===== config.mk =====
export PLATFORM = sky130hd
export DESIGN_NAME = dadc_output_control
export DESIGN_NICKNAME = d
export VERILOG_FILES = /design/src/dadc_pkg.sv /design/src/dadc_output_control.sv
export VERILOG_INCLUDE_DIRS = /design/src
export SDC_FILE = /design/constraint.sdc
export NUM_CORES = 1
export LEC_CHECK = 0
export ABC_CLOCK_PERIOD_IN_PS = 2200
export BUFFER_PORTS_ARGS = -buffer_cell sky130_fd_sc_hd__buf_2
export CAP_MARGIN = 10
export CORE_MARGIN = 5
export CORE_UTILIZATION = 40
export DETAILED_ROUTE_END_ITERATION = 10
export SYNTH_ARGS = -nofsm -noshare
export SYNTH_HDL_FRONTEND = slang
export SYNTH_SLANG_ARGS = --single-unit

===== constraint.sdc =====
create_clock -name i_clk -period 2.2 [get_ports i_clk]
set_clock_uncertainty 0.05 [all_clocks]
set_input_delay 0.44 -clock i_clk [delete_from_list [all_inputs] [get_ports i_clk]]
set_output_delay 0.44 -clock i_clk [all_outputs]
set_load 0.05 [all_outputs]

===== src/dadc_defines.svh =====
// Purpose: Constants for the dual converter output control block
// Assumes: Included by bare name
// Notes: Offsets are byte addresses of 32-bit words
`ifndef DADC_DEFINES_SVH
`define DADC_DEFINES_SVH
`define DADC_OFS_CTRL 6'h00
`define DADC_OFS_STAT 6'h04
`define DADC_OFS_IRQ_STAT 6'h08
`define DADC_OFS_IRQ_EN 6'h0C
`define DADC_OFS_IRQ_CLR 6'h10
`define DADC_OFS_RES_A 6'h14
`define DADC_OFS_RES_B 6'h18
`define DADC_CTRL_RST 32'h0000_0000
`define DADC_CTRL_STEER 0
`define DADC_CTRL_MODE_LO 1
`define DADC_CTRL_MODE_HI 2
`define DADC_CTRL_PD_A 3
`define DADC_CTRL_PD_B 4
`define DADC_CTRL_OEN_A 5
`define DADC_CTRL_OEN_B 6
`define DADC_CTRL_MASK 32'h0000_007F
`define DADC_IRQ_RANGE 0
`define DADC_IRQ_RDY_A 1
`define DADC_IRQ_RDY_B 2
`define DADC_IRQ_MASK 3'h7
`define DADC_LATENCY 5
`define DADC_LAT_W 3
`define DADC_RES_W 14
`define DADC_MODE_W 2
`endif


===== src/dadc_pkg.sv =====
// Purpose: Types for the dual converter output control block
// Assumes: dadc_defines.svh holds the widths and offsets; the enum codes are set here
// Notes: Mode codes follow the four select levels
package dadc_pkg;
  `include "dadc_defines.svh"
  typedef logic [`DADC_RES_W-1:0] dadc_word_t;
  typedef enum logic [3:0] {
    DADC_RUN_DRIVE = 4'h1,
    DADC_RUN_HIZ = 4'h2,
    DADC_NAP = 4'h4,
    DADC_SLEEP = 4'h8
  } dadc_power_e;
  typedef enum logic [1:0] {
    DADC_SEL_GND = 2'h0,
    DADC_SEL_THIRD = 2'h1,
    DADC_SEL_TWO_THIRDS = 2'h2,
    DADC_SEL_FULL = 2'h3
  } dadc_mode_e;
endpackage


===== src/dadc_output_control.sv =====
// Purpose: Output side of a dual 14-bit converter with AXI4-Lite control
// Assumes: Sample clocks arrive asynchronously and are slower than i_clk / 4
// Notes: Raw codes enter as offset binary with range flags, one per sample clock
`timescale 1ns/100ps
`default_nettype none
`include "dadc_defines.svh"
module dadc_output_control
  import dadc_pkg::*;
(
  input wire logic i_clk,
  input wire logic i_resetn,
  input wire logic i_sample_clock_chan_a,
  input wire logic i_sample_clock_chan_b,
  input wire logic [13:0] i_raw_a,
  input wire logic [13:0] i_raw_b,
  input wire logic i_range_a,
  input wire logic i_range_b,
  input wire logic [5:0] i_awaddr,
  input wire logic i_awvalid,
  output logic o_awready,
  input wire logic [31:0] i_wdata,
  input wire logic [3:0] i_wstrb,
  input wire logic i_wvalid,
  output logic o_wready,
  output logic [1:0] o_bresp,
  output logic o_bvalid,
  input wire logic i_bready,
  input wire logic [5:0] i_araddr,
  input wire logic i_arvalid,
  output logic o_arready,
  output logic [31:0] o_rdata,
  output logic [1:0] o_rresp,
  output logic o_rvalid,
  input wire logic i_rready,
  output logic [13:0] o_result_bus_a,
  output logic [13:0] o_result_bus_b,
  output logic o_result_bus_a_oe_n,
  output logic o_result_bus_b_oe_n,
  output logic o_data_ready_clock,
  output logic o_range_exceeded_flag,
  output logic o_stabilizer_on,
  output logic [3:0] o_power_state_a,
  output logic [3:0] o_power_state_b,
  output logic o_irq
);

  ////////////////////////////////////////////////////////////////////////////
  // State

  typedef struct packed {
    logic [1:0] sync_a;
    logic [1:0] sync_b;
    logic last_a;
    logic last_b;
    logic [`DADC_LATENCY*`DADC_RES_W-1:0] pipe_a;
    logic [`DADC_LATENCY*`DADC_RES_W-1:0] pipe_b;
    logic [`DADC_LATENCY-1:0] rng_a;
    logic [`DADC_LATENCY-1:0] rng_b;
    dadc_word_t res_a;
    dadc_word_t res_b;
    logic ovr_a;
    logic ovr_b;
    logic [13:0] bus_a;
    logic [13:0] bus_b;
    logic oe_n_a;
    logic oe_n_b;
    logic dr_clk;
    logic range_flag;
    logic [6:0] ctrl;
    logic [2:0] irq_stat;
    logic [2:0] irq_en;
    logic aw_got;
    logic w_got;
    logic [5:0] awaddr;
    logic [31:0] wdata;
    logic [3:0] wstrb;
    logic bvalid;
    logic [1:0] bresp;
    logic rvalid;
    logic [1:0] rresp;
    logic [31:0] rdata;
  } dadc_state_s;

  dadc_state_s st;
  dadc_state_s next_st;
  dadc_power_e pwr_a;
  dadc_power_e pwr_b;
  dadc_mode_e mode_sel;

  ////////////////////////////////////////////////////////////////////////////
  // Power state decode per channel from the two control bits

  function automatic dadc_power_e dadc_power(input logic pd, input logic oe_n);
    dadc_power_e p;
    p = DADC_RUN_DRIVE;
    unique case ({pd, oe_n})
      2'b00: p = DADC_RUN_DRIVE;
      2'b01: p = DADC_RUN_HIZ;
      2'b10: p = DADC_NAP;
      2'b11: p = DADC_SLEEP;
    endcase
    return p;
  endfunction

  // Two's complement is the offset word with its top bit flipped
  function automatic dadc_word_t dadc_format(input dadc_word_t w, input logic twos);
    dadc_word_t f;
    f = w;
    f[`DADC_RES_W-1] = w[`DADC_RES_W-1] ^ twos;
    return f;
  endfunction

  assign pwr_a = dadc_power(st.ctrl[`DADC_CTRL_PD_A], st.ctrl[`DADC_CTRL_OEN_A]);
  assign pwr_b = dadc_power(st.ctrl[`DADC_CTRL_PD_B], st.ctrl[`DADC_CTRL_OEN_B]);
  assign mode_sel = dadc_mode_e'(st.ctrl[`DADC_CTRL_MODE_HI:`DADC_CTRL_MODE_LO]);

  ////////////////////////////////////////////////////////////////////////////
  // Next-state logic

  always_comb begin
    logic rise_a;
    logic rise_b;
    logic twos;
    logic run_a;
    logic run_b;
    logic wr_fire;
    logic [2:0] ev;
    logic [31:0] wmask;
    rise_a = 1'b0;
    rise_b = 1'b0;
    twos = 1'b0;
    run_a = 1'b0;
    run_b = 1'b0;
    wr_fire = 1'b0;
    ev = 3'h0;
    wmask = 32'h0000_0000;
    next_st = st;
    // Two flops before edge detection; only the second flop feeds logic
    next_st.sync_a = {st.sync_a[0], i_sample_clock_chan_a};
    next_st.sync_b = {st.sync_b[0], i_sample_clock_chan_b};
    next_st.last_a = st.sync_a[1];
    next_st.last_b = st.sync_b[1];
    rise_a = st.sync_a[1] & ~st.last_a;
    rise_b = st.sync_b[1] & ~st.last_b;
    twos = (mode_sel == DADC_SEL_TWO_THIRDS) || (mode_sel == DADC_SEL_FULL);
    // Nap and sleep halt the pipeline; the Hi-Z run state keeps converting
    run_a = (pwr_a == DADC_RUN_DRIVE) || (pwr_a == DADC_RUN_HIZ);
    run_b = (pwr_b == DADC_RUN_DRIVE) || (pwr_b == DADC_RUN_HIZ);
    if (rise_a && run_a) begin
      // Five-stage shift: result leaves on the fifth edge after capture
      next_st.pipe_a = {st.pipe_a[(`DADC_LATENCY-1)*`DADC_RES_W-1:0], i_raw_a};
      next_st.rng_a = {st.rng_a[`DADC_LATENCY-2:0], i_range_a};
      next_st.res_a = dadc_format(st.pipe_a[`DADC_LATENCY*`DADC_RES_W-1 -: `DADC_RES_W], twos);
      next_st.ovr_a = st.rng_a[`DADC_LATENCY-1];
      ev[`DADC_IRQ_RDY_A] = 1'b1;
    end
    if (rise_b && run_b) begin
      next_st.pipe_b = {st.pipe_b[(`DADC_LATENCY-1)*`DADC_RES_W-1:0], i_raw_b};
      next_st.rng_b = {st.rng_b[`DADC_LATENCY-2:0], i_range_b};
      next_st.res_b = dadc_format(st.pipe_b[`DADC_LATENCY*`DADC_RES_W-1 -: `DADC_RES_W], twos);
      next_st.ovr_b = st.rng_b[`DADC_LATENCY-1];
      ev[`DADC_IRQ_RDY_B] = 1'b1;
    end
    // Bus steering, bit 13 is the MSB on both buses
    if (st.ctrl[`DADC_CTRL_STEER]) begin
      next_st.bus_a = st.res_a;
      next_st.bus_b = st.res_b;
      next_st.oe_n_a = (pwr_a != DADC_RUN_DRIVE);
      next_st.oe_n_b = (pwr_b != DADC_RUN_DRIVE);
    end else begin
      next_st.bus_a = st.res_b;
      next_st.bus_b = st.res_a;
      next_st.oe_n_a = (pwr_b != DADC_RUN_DRIVE);
      next_st.oe_n_b = (pwr_a != DADC_RUN_DRIVE);
    end
    // Data-ready follows channel B clock so its fall lands mid-word
    next_st.dr_clk = st.sync_b[1];
    next_st.range_flag = st.ovr_a | st.ovr_b;
    ev[`DADC_IRQ_RANGE] = (st.ovr_a | st.ovr_b) & ~st.range_flag;
    // Write channel: address and data taken in either order
    if (i_awvalid && !st.aw_got) begin
      next_st.aw_got = 1'b1;
      next_st.awaddr = i_awaddr;
    end
    if (i_wvalid && !st.w_got) begin
      next_st.w_got = 1'b1;
      next_st.wdata = i_wdata;
      next_st.wstrb = i_wstrb;
    end
    if (st.bvalid && i_bready) begin
      next_st.bvalid = 1'b0;
    end
    wr_fire = st.aw_got && st.w_got && !st.bvalid;
    if (wr_fire) begin
      for (int i = 0; i < 4; i++) begin
        wmask[i*8 +: 8] = {8{st.wstrb[i]}};
      end
      next_st.aw_got = 1'b0;
      next_st.w_got = 1'b0;
      next_st.bvalid = 1'b1;
      next_st.bresp = 2'h0;
      unique case ({st.awaddr[5:2], 2'h0})
        `DADC_OFS_CTRL: begin
          next_st.ctrl = 7'((st.wdata & wmask & `DADC_CTRL_MASK) | (32'(st.ctrl) & ~wmask));
        end
        `DADC_OFS_IRQ_EN: begin
          if (st.wstrb[0]) begin
            next_st.irq_en = st.wdata[2:0] & `DADC_IRQ_MASK;
          end
        end
        `DADC_OFS_IRQ_CLR: begin
          if (st.wstrb[0]) begin
            next_st.irq_stat = st.irq_stat & ~st.wdata[2:0];
          end
        end
        `DADC_OFS_STAT, `DADC_OFS_IRQ_STAT, `DADC_OFS_RES_A, `DADC_OFS_RES_B: begin
          next_st.bresp = 2'h0;
        end
        default: begin
          next_st.bresp = 2'h2;
        end
      endcase
    end
    // Set wins over a clear in the same cycle
    next_st.irq_stat = next_st.irq_stat | ev;
    // Read channel: one read in flight
    if (st.rvalid && i_rready) begin
      next_st.rvalid = 1'b0;
    end
    if (i_arvalid && !st.rvalid) begin
      next_st.rvalid = 1'b1;
      next_st.rresp = 2'h0;
      unique case ({i_araddr[5:2], 2'h0})
        `DADC_OFS_CTRL: next_st.rdata = 32'(st.ctrl);
        `DADC_OFS_STAT: next_st.rdata = {21'h0, pwr_b, pwr_a, st.range_flag, twos, o_stabilizer_on};
        `DADC_OFS_IRQ_STAT: next_st.rdata = 32'(st.irq_stat);
        `DADC_OFS_IRQ_EN: next_st.rdata = 32'(st.irq_en);
        `DADC_OFS_IRQ_CLR: next_st.rdata = 32'h0000_0000;
        `DADC_OFS_RES_A: next_st.rdata = 32'(st.res_a);
        `DADC_OFS_RES_B: next_st.rdata = 32'(st.res_b);
        default: begin
          next_st.rdata = 32'h0000_0000;
          next_st.rresp = 2'h2;
        end
      endcase
    end
  end

  ////////////////////////////////////////////////////////////////////////////
  // Registers

  always_ff @(posedge i_clk or negedge i_resetn) begin
    if (!i_resetn) begin
      st <= '0;
      st.oe_n_a <= 1'b1;
      st.oe_n_b <= 1'b1;
      st.ctrl <= 7'(`DADC_CTRL_RST);
    end else begin
      st <= next_st;
    end
  end

  ////////////////////////////////////////////////////////////////////////////
  // Outputs

  // Stabilizer on only at the two middle levels
  assign o_stabilizer_on = (mode_sel == DADC_SEL_THIRD) || (mode_sel == DADC_SEL_TWO_THIRDS);
  assign o_power_state_a = pwr_a;
  assign o_power_state_b = pwr_b;
  assign o_result_bus_a = st.bus_a;
  assign o_result_bus_b = st.bus_b;
  assign o_result_bus_a_oe_n = st.oe_n_a;
  assign o_result_bus_b_oe_n = st.oe_n_b;
  assign o_data_ready_clock = st.dr_clk;
  assign o_range_exceeded_flag = st.range_flag;
  assign o_irq = |(st.irq_stat & st.irq_en);
  assign o_awready = !st.aw_got;
  assign o_wready = !st.w_got;
  assign o_bvalid = st.bvalid;
  assign o_bresp = st.bresp;
  assign o_arready = !st.rvalid;
  assign o_rvalid = st.rvalid;
  assign o_rresp = st.rresp;
  assign o_rdata = st.rdata;

endmodule
`default_nettype wire


==> results.py, run 1 <==
metrics = {
    "logic_synthesis": {
        "synthSimpleGateAreaFrac_pct": 2.98,
        "syn_area_um2": 10700,
        "synth.top_cell.area_share_pct": 60.9,
        "yosysTopAreaCell": "dfrtp_1",
        "synth_mux_area_share_pct": 24.9,
        "synthXorXnorAreaFrac_pct": 0.246,
        "synth_edf_count": 0,
        "synth_cell_types": 45,
        "synth.top_cells.by_area": "dfrtp_1 61%, mux2_2 25%, buf_4 4.5%",
        "yosys_warnings": 0,
        "async_flop_share_pct": 100,
        "synthCells": 719,
        "synthFlopType": "dfrtp_1",
        "seq_area_frac_synth_pct": 61.4,
        "synthAdderAreaFrac_pct": 0.234,
        "avgSynthCellArea_um2": 14.8,
        "ys_ff_latch": 262,
        "synth_top_family_by_area": "multiplexers",
        "synth_compound_area_share_pct": 3.83,
    },
    "setup_path": {
        "required_ps": 1710,
        "path_class": "flop to output pin",
        "arrival_ps": 1600,
        "crit_fanout": 3,
        "path_cells": "inv_1 > ha_1 > inv_1 > clkbuf_4",
        "cp_slowest_stage_delay_ps": 390,
        "cp_common_cell": "inv_1",
        "crit_path_end_kind": "output pin",
        "slowest_stage": "dfrtp_1",
        "worstSetupStartpointType": "flop",
        "r2r_cells": 4,
    },
    "die": {
        "dieArea_um2": 30100,
        "die_w_um": 173,
        "rows": 59,
        "die_y_um": 173,
        "core-area_um2": 26200,
        "pin_count": 170,
        "start_util_pct": 40.7,
    },
    "clock_tree": {
        "cts.sinks": 262,
        "h-tree-depth": 1,
        "clk_path_buf_depth": 3,
        "cts_buffers": 29,
        "path_clk_slew_ps": 60,
        "clock_latency_ps": 530,
        "cts_tree": "done",
        "cts_root_buffer": "clkbuf_16",
    },
    "timing": {
        "fin_crit_ps": 2090,
        "fmax_ghz": 0.479,
        "fin_hold_ws_ps": 40.5,
        "relSlewSlack_pct": 66.3,
        "finalHoldViolations": 0,
        "rsz0062_at_grt": "false",
        "worstMarginPinSlew_ps": 505,
        "final.period_utilization_pct": 94.9,
        "slew_viol_final": 0,
        "timing.setup.tns_ps": 0,
        "setup_viol": 0,
    },
    "detailed_routing": {
        "vias": 5737,
        "routed_wl_um": 19600,
        "drt-pass1-iter-count": 4,
        "drt-initial-drc-count": 284,
        "ant_nets": 0,
        "via_per_inst": 4.90,
        "wl_per_cell_um": 16.7,
        "post-route-drc-count": 0,
    },
    "layout": {
        "areaGrowthSynthToFinish_pct": 16.1,
        "nets": 902,
        "diodes": 0,
        "drive_above_1_share_pct": 51.1,
        "num-fill-cells": 2334,
    },
    "power_and_ir_drop": {
        "p_seq_share_pct": 44.0,
        "power.switching_mw": 6.24,
        "p_leak_nw": 5.58,
        "p_per_area_nw_per_um2": 1520,
        "combPwrFrac_pct": 30.2,
        "clkPwrFrac_pct": 25.8,
        "ir_drop_mv": 0.872,
        "p_sw_share_pct": 33.1,
        "p_int_mw": 12.6,
    },
    "global_routing": {
        "antenna_found_initial": 0,
        "grt_start_max_net_pins": 92,
        "grt_usage_pct": 12.9,
        "grt_pass1_wl_um": 32300,
        "gr-total-overflow": 0,
        "grt_pass1_vias": 6095,
    },
    "flow_run": {
        "drv_cap": 0,
    },
    "placed_design": {
        "io_buffers": 117,
        "hpwl_um": 13400,
        "gp_congestion": 0.783,
    },
    "worst_hold_path": {
        "whs_path_depth": 2,
        "hold_path.class": "primary input to flop",
    },
    "run_status": {
        "status": "finished clean",
    },
}
Yosys cell counts (2+ instances only):
master,instances
a21o_1,2
a21oi_1,2
a22o_1,17
a22oi_1,12
a31oi_1,2
and2_1,2
buf_2,20
buf_4,64
buf_6,2
clkbuf_1,11
dfrtp_1,260
dfstp_2,2
ha_1,2
inv_1,9
mux2_2,233
mux2i_1,3
nand2_1,14
nand3_1,3
nand3b_1,2
nor2_1,6
nor2b_1,6
nor3_1,3
nor3b_1,2
nor4b_1,2
o21a_1,2
o21ai_0,12
o221ai_1,2
o22ai_1,2
or2_2,2
xnor2_1,3
power groups by stage:
stage | Combinational, mW | Sequential (mW) | Clock, mW
after floorplan | 4.97 | 8.03 | 0
after global placement | 5.67 | 8.39 | 0
after detailed placement | 5.75 | 8.43 | 0
after CTS | 5.79 | 8.36 | 5.03
after global routing | 6.14 | 8.63 | 5.24
final | 5.70 | 8.32 | 4.87
kinds of logic after synthesis:
logic type / Yosys count
flops: 262
mux: 236
buf+inv: 107
compound gates: 56
simple gates: 52
xor+xnor: 3
fa+ha+maj: 2
other cells: 1
final cells by class:
class	instances	area [um^2]	share of cell area [%]
well taps	335	419	3.38
multi-input cells	369	3520	28.4
flip-flops and latches	262	6560	52.9
repair buffers	142	886	7.15
inverters	9	33.8	0.273
clock buffers	46	870	7.01
clock inverters	7	113	0.908
critical path: cells and delay by family (launching register included):
kind / cells / cell delay, ps
flip-flops: 1 / 390
adder cells (fa/ha/maj): 1 / 330
buffers and inverters: 3 / 360
stage by stage:
stage | instances | worst slack, ps | area, um^2 | power, mW | util, %
finish | 1170 | 112 | 12400 | 18.9 | 47.3
global route | 1170 | 4.78 | 12400 | 20.0 | 47.3
CTS | 1170 | 42.2 | 12400 | 19.2 | 47.3
detailed placement | 1114 | 222 | 11400 | 14.2 | 43.4
global placement | 1114 | 246 | 11400 | 14.1 | 43.4
floorplan | 738 | 94.1 | 10700 | 13.0 | -
flip-flops by register name, indices dropped and copies added (netlist names), named ones only:
register               cells
st                       201
o_result_bus_b            14
o_bvalid                   1
o_result_bus_a_oe_n        1
o_result_bus_b_oe_n        1
o_bresp                    1
o_rdata                   14
o_result_bus_a            14
o_rresp                    1
o_rvalid                   1
o_data_ready_clock         1
next_st                    4
o_range_exceeded_flag      1
cell usage in the layout, fill, tap and decap left out, drive strengths merged, types with 2 or more instances in the layout:
master	n
or2	2
conb	20
a21o	2
o22ai	2
a22oi	12
o21a	2
dfrtp	260
nor2	6
buf	136
nor2b	6
o21ai	12
and2	2
xnor2	3
a22o	17
nand3	3
clkbuf	49
ha	2
clkinv	3
nor3b	2
o221ai	2
nand3b	3
inv	9
a21oi	2
nor3	4
a31oi	2
and2b	2
dlygate4sd3	3
mux2i	3
nor4b	2
bufinv	3
dfstp	2
nand2	14
mux2	233
worst paths after layout:
kind / start / end / slack, ps
hold reg to reg: next_st[310] / next_st[96] / 300
max in group asynchronous: i_resetn / o_result_bus_a_oe_n / 1040
hold / removal: i_bready / o_bvalid / 40
min in group asynchronous: i_resetn / st[192] / 360
setup / recovery: flop / o_stabilizer_on / 110
setup reg to reg: o_bvalid / flop / 240
timing repair:
item | in CTS | in global routing
setup endpoints to repair | 0 | 3
setup buffers | 0 | 0
hold buffers | 3 | 0
endpoints found under the hold margin | 41 | 0
gates resized for setup | 0 | 3
routing by layer:
metal | GRT usage, % | vias to the layer above | routed length [um]
met4 | 3.09 | 0 | 346
met5 | 0 | - | 0
met3 | 2.51 | 28 | 952
met2 | 21.0 | 139 | 9150
met1 | 18.1 | 2920 | 9140
li1 | - | 2650 | -
Note: power is estimated with default switching activity, not from simulation.
==> run 2, diff against run 1 <==
--- a/config.mk
+++ b/config.mk
@@ -6,12 +6,13 @@
 export SDC_FILE = /design/constraint.sdc
 export NUM_CORES = 1
 export LEC_CHECK = 0
-export ABC_CLOCK_PERIOD_IN_PS = 2200
+export ABC_CLOCK_PERIOD_IN_PS = 2500
 export BUFFER_PORTS_ARGS = -buffer_cell sky130_fd_sc_hd__buf_2
 export CAP_MARGIN = 10
 export CORE_MARGIN = 5
 export CORE_UTILIZATION = 40
 export DETAILED_ROUTE_END_ITERATION = 10
+export SKIP_CTS_REPAIR_TIMING = 1
 export SYNTH_ARGS = -nofsm -noshare
 export SYNTH_HDL_FRONTEND = slang
 export SYNTH_SLANG_ARGS = --single-unit
==> constraint.sdc (replaced) <==
create_clock -name i_clk -period 2.5 [get_ports i_clk]
set_clock_uncertainty 0.05 [all_clocks]
set_input_delay 0.5 -clock i_clk [delete_from_list [all_inputs] [get_ports i_clk]]
set_output_delay 0.5 -clock i_clk [all_outputs]
set_load 0.05 [all_outputs]
==> run 2 against run 1 <==
  * Sequential power shrank 10%
  * Critical path depth unchanged
  * Via count rose by 0.10%
  * Die area did not move
==> results.py, run 2 (synthesis results as in run 1) <==
metrics = {
    "setup_path": {
        "crit_path_end_kind": "output pin",
        "arrival_ps": 1610,
        "crit_family": "buffers and inverters",
        "cp_common_cell": "inv_1",
        "worstSetupStartpointType": "flop",
        "required_ps": 1950,
        "path_class": "flop to output pin",
        "path_cells": "inv_1 > ha_1 > inv_1 > buf_2",
        "cp_slowest_stage_delay_ps": 380,
        "slowest_stage": "dfrtp_1",
        "crit_fanout": 3,
        "critPathBufInv": 3,
    },
    "run_status": {
        "status": "finished clean",
    },
    "placed_design": {
        "place_area_um2": 11300,
        "io_buffers": 117,
        "gp_congestion": 0.780,
        "hpwl_um": 13600,
        "dpl_worst_slack_ps": 505,
    },
    "die": {
        "rows": 59,
        "pin_count": 170,
        "start_util_pct": 40.7,
        "die_w_um": 173,
        "core-area_um2": 26200,
        "dieArea_um2": 30100,
        "die_y_um": 173,
    },
    "global_routing": {
        "antenna_found_initial": 0,
        "grt_pass1_wl_um": 33100,
        "grt_usage_pct": 13.4,
        "grt_start_max_net_pins": 92,
        "gr-total-overflow": 0,
        "grt_pass1_vias": 5984,
    },
    "detailed_routing": {
        "routed_wl_um": 20100,
        "ant_nets": 0,
        "wl_per_cell_um": 17.3,
        "vias": 5743,
        "drt-pass1-iter-count": 4,
        "post-route-drc-count": 0,
        "drt-initial-drc-count": 330,
        "via_per_inst": 4.94,
    },
    "power_and_ir_drop": {
        "p_leak_nw": 5.51,
        "p_per_area_nw_per_um2": 1340,
        "ir_drop_mv": 0.743,
    },
    "layout": {
        "final_common_cell": "dfrtp_1",
        "diodes": 0,
        "design_area_um2": 12300,
        "nets": 895,
        "drive_above_1_share_pct": 51.1,
        "layout_common_cells": "260 x dfrtp_1, 233 x mux2_2, 116 x buf_2, 29 x clkbuf_16, 20 x conb_1",
        "largest_reg_flops": 201,
        "regMostFlops": "st",
        "areaGrowthSynthToFinish_pct": 15.0,
    },
    "timing": {
        "finalHoldViolations": 0,
        "final.period_utilization_pct": 86.4,
        "timing.setup.tns_ps": 0,
        "rsz0062_at_grt": "false",
        "setup_ws_ps": 341,
        "fmax_ghz": 0.463,
        "setup_viol": 0,
        "worstMarginPinSlew_ps": 769,
        "slew_viol_final": 0,
        "relSlewSlack_pct": 48.7,
        "fin_crit_ps": 2160,
    },
    "flow_run": {
        "drv_cap": 0,
    },
    "clock_tree": {
        "h-tree-depth": 1,
        "clk_path_buf_depth": 3,
        "path_clk_slew_ps": 60,
        "cts_root_buffer": "clkbuf_16",
        "cts_buffers": 29,
        "cts_tree": "done",
        "clock_latency_ps": 520,
        "cts.sinks": 262,
    },
    "worst_hold_path": {
        "hold_path.class": "primary input to flop",
    },
}
-- run 2: changes by cell type in the layout (fill, tap and decap cells not counted) --
| cell | previous run | this run |
|---|---|---|
| clkinvlp_4 | 1 | 3 |
| clkbuf_1 | 9 | 8 |
| buf_2 | 113 | 116 |
| buf_4 | 15 | 10 |
| bufinv_16 | 3 | 2 |
| clkinv_2 | 3 | 6 |
| dlygate4sd3_1 | 3 | 1 |
| clkinv_4 | 0 | 1 |
| clkbuf_8 | 8 | 4 |
| clkbuf_4 | 3 | 0 |
-- run 2: through the flow --
| step | power (mW) | utilization [%] | cells | hold slack, ps |
|---|---|---|---|---|
| finish | 16.5 | 46.9 | 1163 | 32.3 |
| global route | 17.5 | 46.9 | 1163 | 16.7 |
| CTS | 16.7 | 46.8 | 1162 | -119 |
| detailed placement | 12.5 | 43.3 | 1109 | 297 |
| global placement | 12.5 | 43.3 | 1109 | 284 |
| floorplan | 11.4 | - | 738 | 154 |
-- run 2: worst paths after layout --
| kind | startpoint | slack (ps) | to | depth (start not counted) |
|---|---|---|---|---|
| worst min register to register | next_st[312] | 300 | next_st[308] | 0 |
| max in group asynchronous | i_resetn | 1180 | o_result_bus_a_oe_n | 3 |
| worst min-delay path | i_sample_clock_chan_a | 30 | next_st[312] | 1 |
| worst max register to register | o_bvalid | 520 | flop | 4 |
| min in group asynchronous | i_resetn | 460 | st[177] | 2 |
| worst max-delay path | flop | 340 | o_stabilizer_on | 4 |
-- run 2: cell type report --
type / instances / area, um^2
fill: 2349 / 13900
sequential: 262 / 6560
multi-input combinational: 369 / 3520
timing repair buffer: 135 / 821
clock buffer: 41 / 811
tap: 335 / 419
clock inverter: 12 / 121
inverter: 9 / 33.8
-- run 2: routing by layer --
metal  vias to the layer above  routed length (um)  global-route usage [%]
li1                       2626                   -                       -
met1                      2942                8910                    19.2
met2                       146                9350                    20.5
met3                        29                1420                    3.27
met4                         0                 458                    3.72
met5                         -                   0                       0
-- run 2: power by group --
part	switching [mW]	internal (mW)	leakage, nW
registers	1.32	6.16	3.14
clock network	1.63	2.46	0.452
logic	2.66	2.25	1.92
==> run 3, diff against run 2 <==
--- a/config.mk
+++ b/config.mk
@@ -8,7 +8,7 @@
 export LEC_CHECK = 0
 export ABC_CLOCK_PERIOD_IN_PS = 2500
 export BUFFER_PORTS_ARGS = -buffer_cell sky130_fd_sc_hd__buf_2
-export CAP_MARGIN = 10
+export CORE_ASPECT_RATIO = 0.5
 export CORE_MARGIN = 5
 export CORE_UTILIZATION = 40
 export DETAILED_ROUTE_END_ITERATION = 10
==> run 3 against run 2 <==
  * First-iteration DRC count grew 12%
  * Register-to-register slack lost 60 ps
  * Via count shrank 1.8%
  * Global-route usage grew 0.27 points
  * Die area grew 0.66%
  * Clock power is essentially flat
  * Fmax shrank 0.90%
  * Total power is essentially flat
  * Sequential power is essentially flat
  * Critical path type unchanged
  * Critical endpoint is now o_power_state_b[2]
  * Highest routed layer unchanged
==> results.py, run 3 (synthesis results as in run 1) <==
metrics = {
    "die": {
        "die_y_um": 126,
        "rows": 42,
        "dieArea_um2": 30300,
        "die_w_um": 241,
        "start_util_pct": 40.5,
        "pin_count": 170,
        "core-area_um2": 26400,
    },
    "global_routing": {
        "grt_usage_pct": 13.7,
        "grt_start_max_net_pins": 92,
        "antenna_found_initial": 0,
        "gr-total-overflow": 0,
        "grt_pass1_vias": 5939,
        "grt_pass1_wl_um": 33500,
    },
    "detailed_routing": {
        "post-route-drc-count": 0,
        "drt-initial-drc-count": 370,
        "routed_wl_um": 20300,
        "ant_nets": 0,
        "vias": 5642,
        "wl_per_cell_um": 17.4,
        "via_per_inst": 4.83,
        "drt-pass1-iter-count": 6,
    },
    "clock_tree": {
        "cts_buffers": 24,
        "path_clk_slew_ps": 60,
        "cts_root_buffer": "clkbuf_16",
        "h-tree-depth": 1,
        "cts.sinks": 262,
        "clock_latency_ps": 510,
        "clk_path_buf_depth": 3,
        "cts_tree": "done",
    },
    "layout": {
        "regMostFlops": "st",
        "final_common_cell": "dfrtp_1",
        "drive_above_1_share_pct": 51.2,
        "largest_reg_flops": 201,
        "num-fill-cells": 2319,
        "nets": 887,
        "areaGrowthSynthToFinish_pct": 14.6,
        "layout_common_cells": "260 x dfrtp_1, 233 x mux2_2, 116 x buf_2, 25 x clkbuf_16, 20 x conb_1",
        "diodes": 0,
        "design_area_um2": 12200,
    },
    "timing": {
        "rsz0062_at_grt": "false",
        "fmax_ghz": 0.459,
        "slew_viol_final": 0,
        "worstMarginPinSlew_ps": 968,
        "timing.setup.tns_ps": 0,
        "final.period_utilization_pct": 87.2,
        "finalHoldViolations": 0,
        "fin_crit_ps": 2180,
        "setup_viol": 0,
        "relSlewSlack_pct": 35.4,
        "setup_ws_ps": 321,
    },
    "placed_design": {
        "place_area_um2": 11300,
        "dpl_worst_slack_ps": 263,
        "gp_congestion": 0.787,
        "io_buffers": 117,
        "hpwl_um": 14200,
    },
    "setup_path": {
        "crit_family": "flip-flops",
        "crit_path_end_kind": "output pin",
        "path_cells": "nor2b_1 > buf_2",
        "arrival_ps": 1630,
        "worstSetupStartpointType": "flop",
        "slowest_stage": "dfrtp_1",
        "required_ps": 1950,
        "critPathBufInv": 1,
        "cp_slowest_stage_delay_ps": 590,
        "path_class": "flop to output pin",
        "crit_fanout": 8,
    },
    "flow_run": {
        "drv_cap": 0,
    },
    "power_and_ir_drop": {
        "p_per_area_nw_per_um2": 1350,
        "p_leak_nw": 5.49,
        "ir_drop_mv": 0.758,
    },
    "worst_hold_path": {
        "hold_path.class": "primary input to flop",
    },
    "run_status": {
        "status": "finished clean",
    },
}
-- run 3: changes by cell type in the layout (fill, tap and decap cells not counted) --
cell,change
clkbuf_1,-7
clkbuf_8,+3
buf_4,-2
clkbuf_16,-4
clkinvlp_4,-3
bufinv_16,+3
clkinv_2,-2
buf_12,-1
-- run 3: through the flow --
step | power [mW] | instances | util, % | hold WS (ps)
floorplan | 11.4 | 738 | - | 154
global placement | 12.4 | 1123 | 42.9 | 286
detailed placement | 12.5 | 1123 | 42.9 | 290
CTS | 16.7 | 1166 | 46.4 | -117
global route | 17.4 | 1167 | 46.4 | 16.7
finish | 16.5 | 1167 | 46.4 | 38.4
-- run 3: area by class of cell --
type	instances	area [um^2]	share of cell area, %
flip-flops and latches	262	6560	53.6
multi-input cells	369	3520	28.7
inverters	9	33.8	0.276
repair buffers	132	786	6.42
clock buffers	33	726	5.93
well taps	352	440	3.60
clock inverters	10	179	1.46
-- run 3: path summary, 6_finish.rpt --
path	cells past startpoint	to	startpoint	slack, ps
worst max register to register	4	flop	o_bvalid	460
max in group asynchronous	3	o_result_bus_b_oe_n	i_resetn	1220
min in group asynchronous	2	st[175]	i_resetn	470
worst min register to register	0	next_st[308]	next_st[312]	310
worst min-delay path	1	next_st[310]	i_sample_clock_chan_b	40
worst max-delay path	2	o_power_state_b[2]	flop	320
-- run 3: worst reg2reg max path, cell delays in order (launching register included) --
cell and delay, ps:
dfrtp_1 400, nand3b_4 200, or4b_4 520, nor3_4 360
mux2_2 390
-- run 3: layer usage --
metal  GRT usage [%]  share of wire [%]
met4            2.65                1.4
met1            20.7                 48
met5               0                  0
met3            2.90                4.9
met2            20.5                 45
-- run 3: where the power goes --
part	switching [mW]	internal [mW]	leakage [nW]	total (mW)
registers	1.34	6.16	3.14	7.50
clock network	1.54	2.54	0.450	4.09
logic	2.66	2.22	1.91	4.89
total	5.55	10.9	5.49	16.5
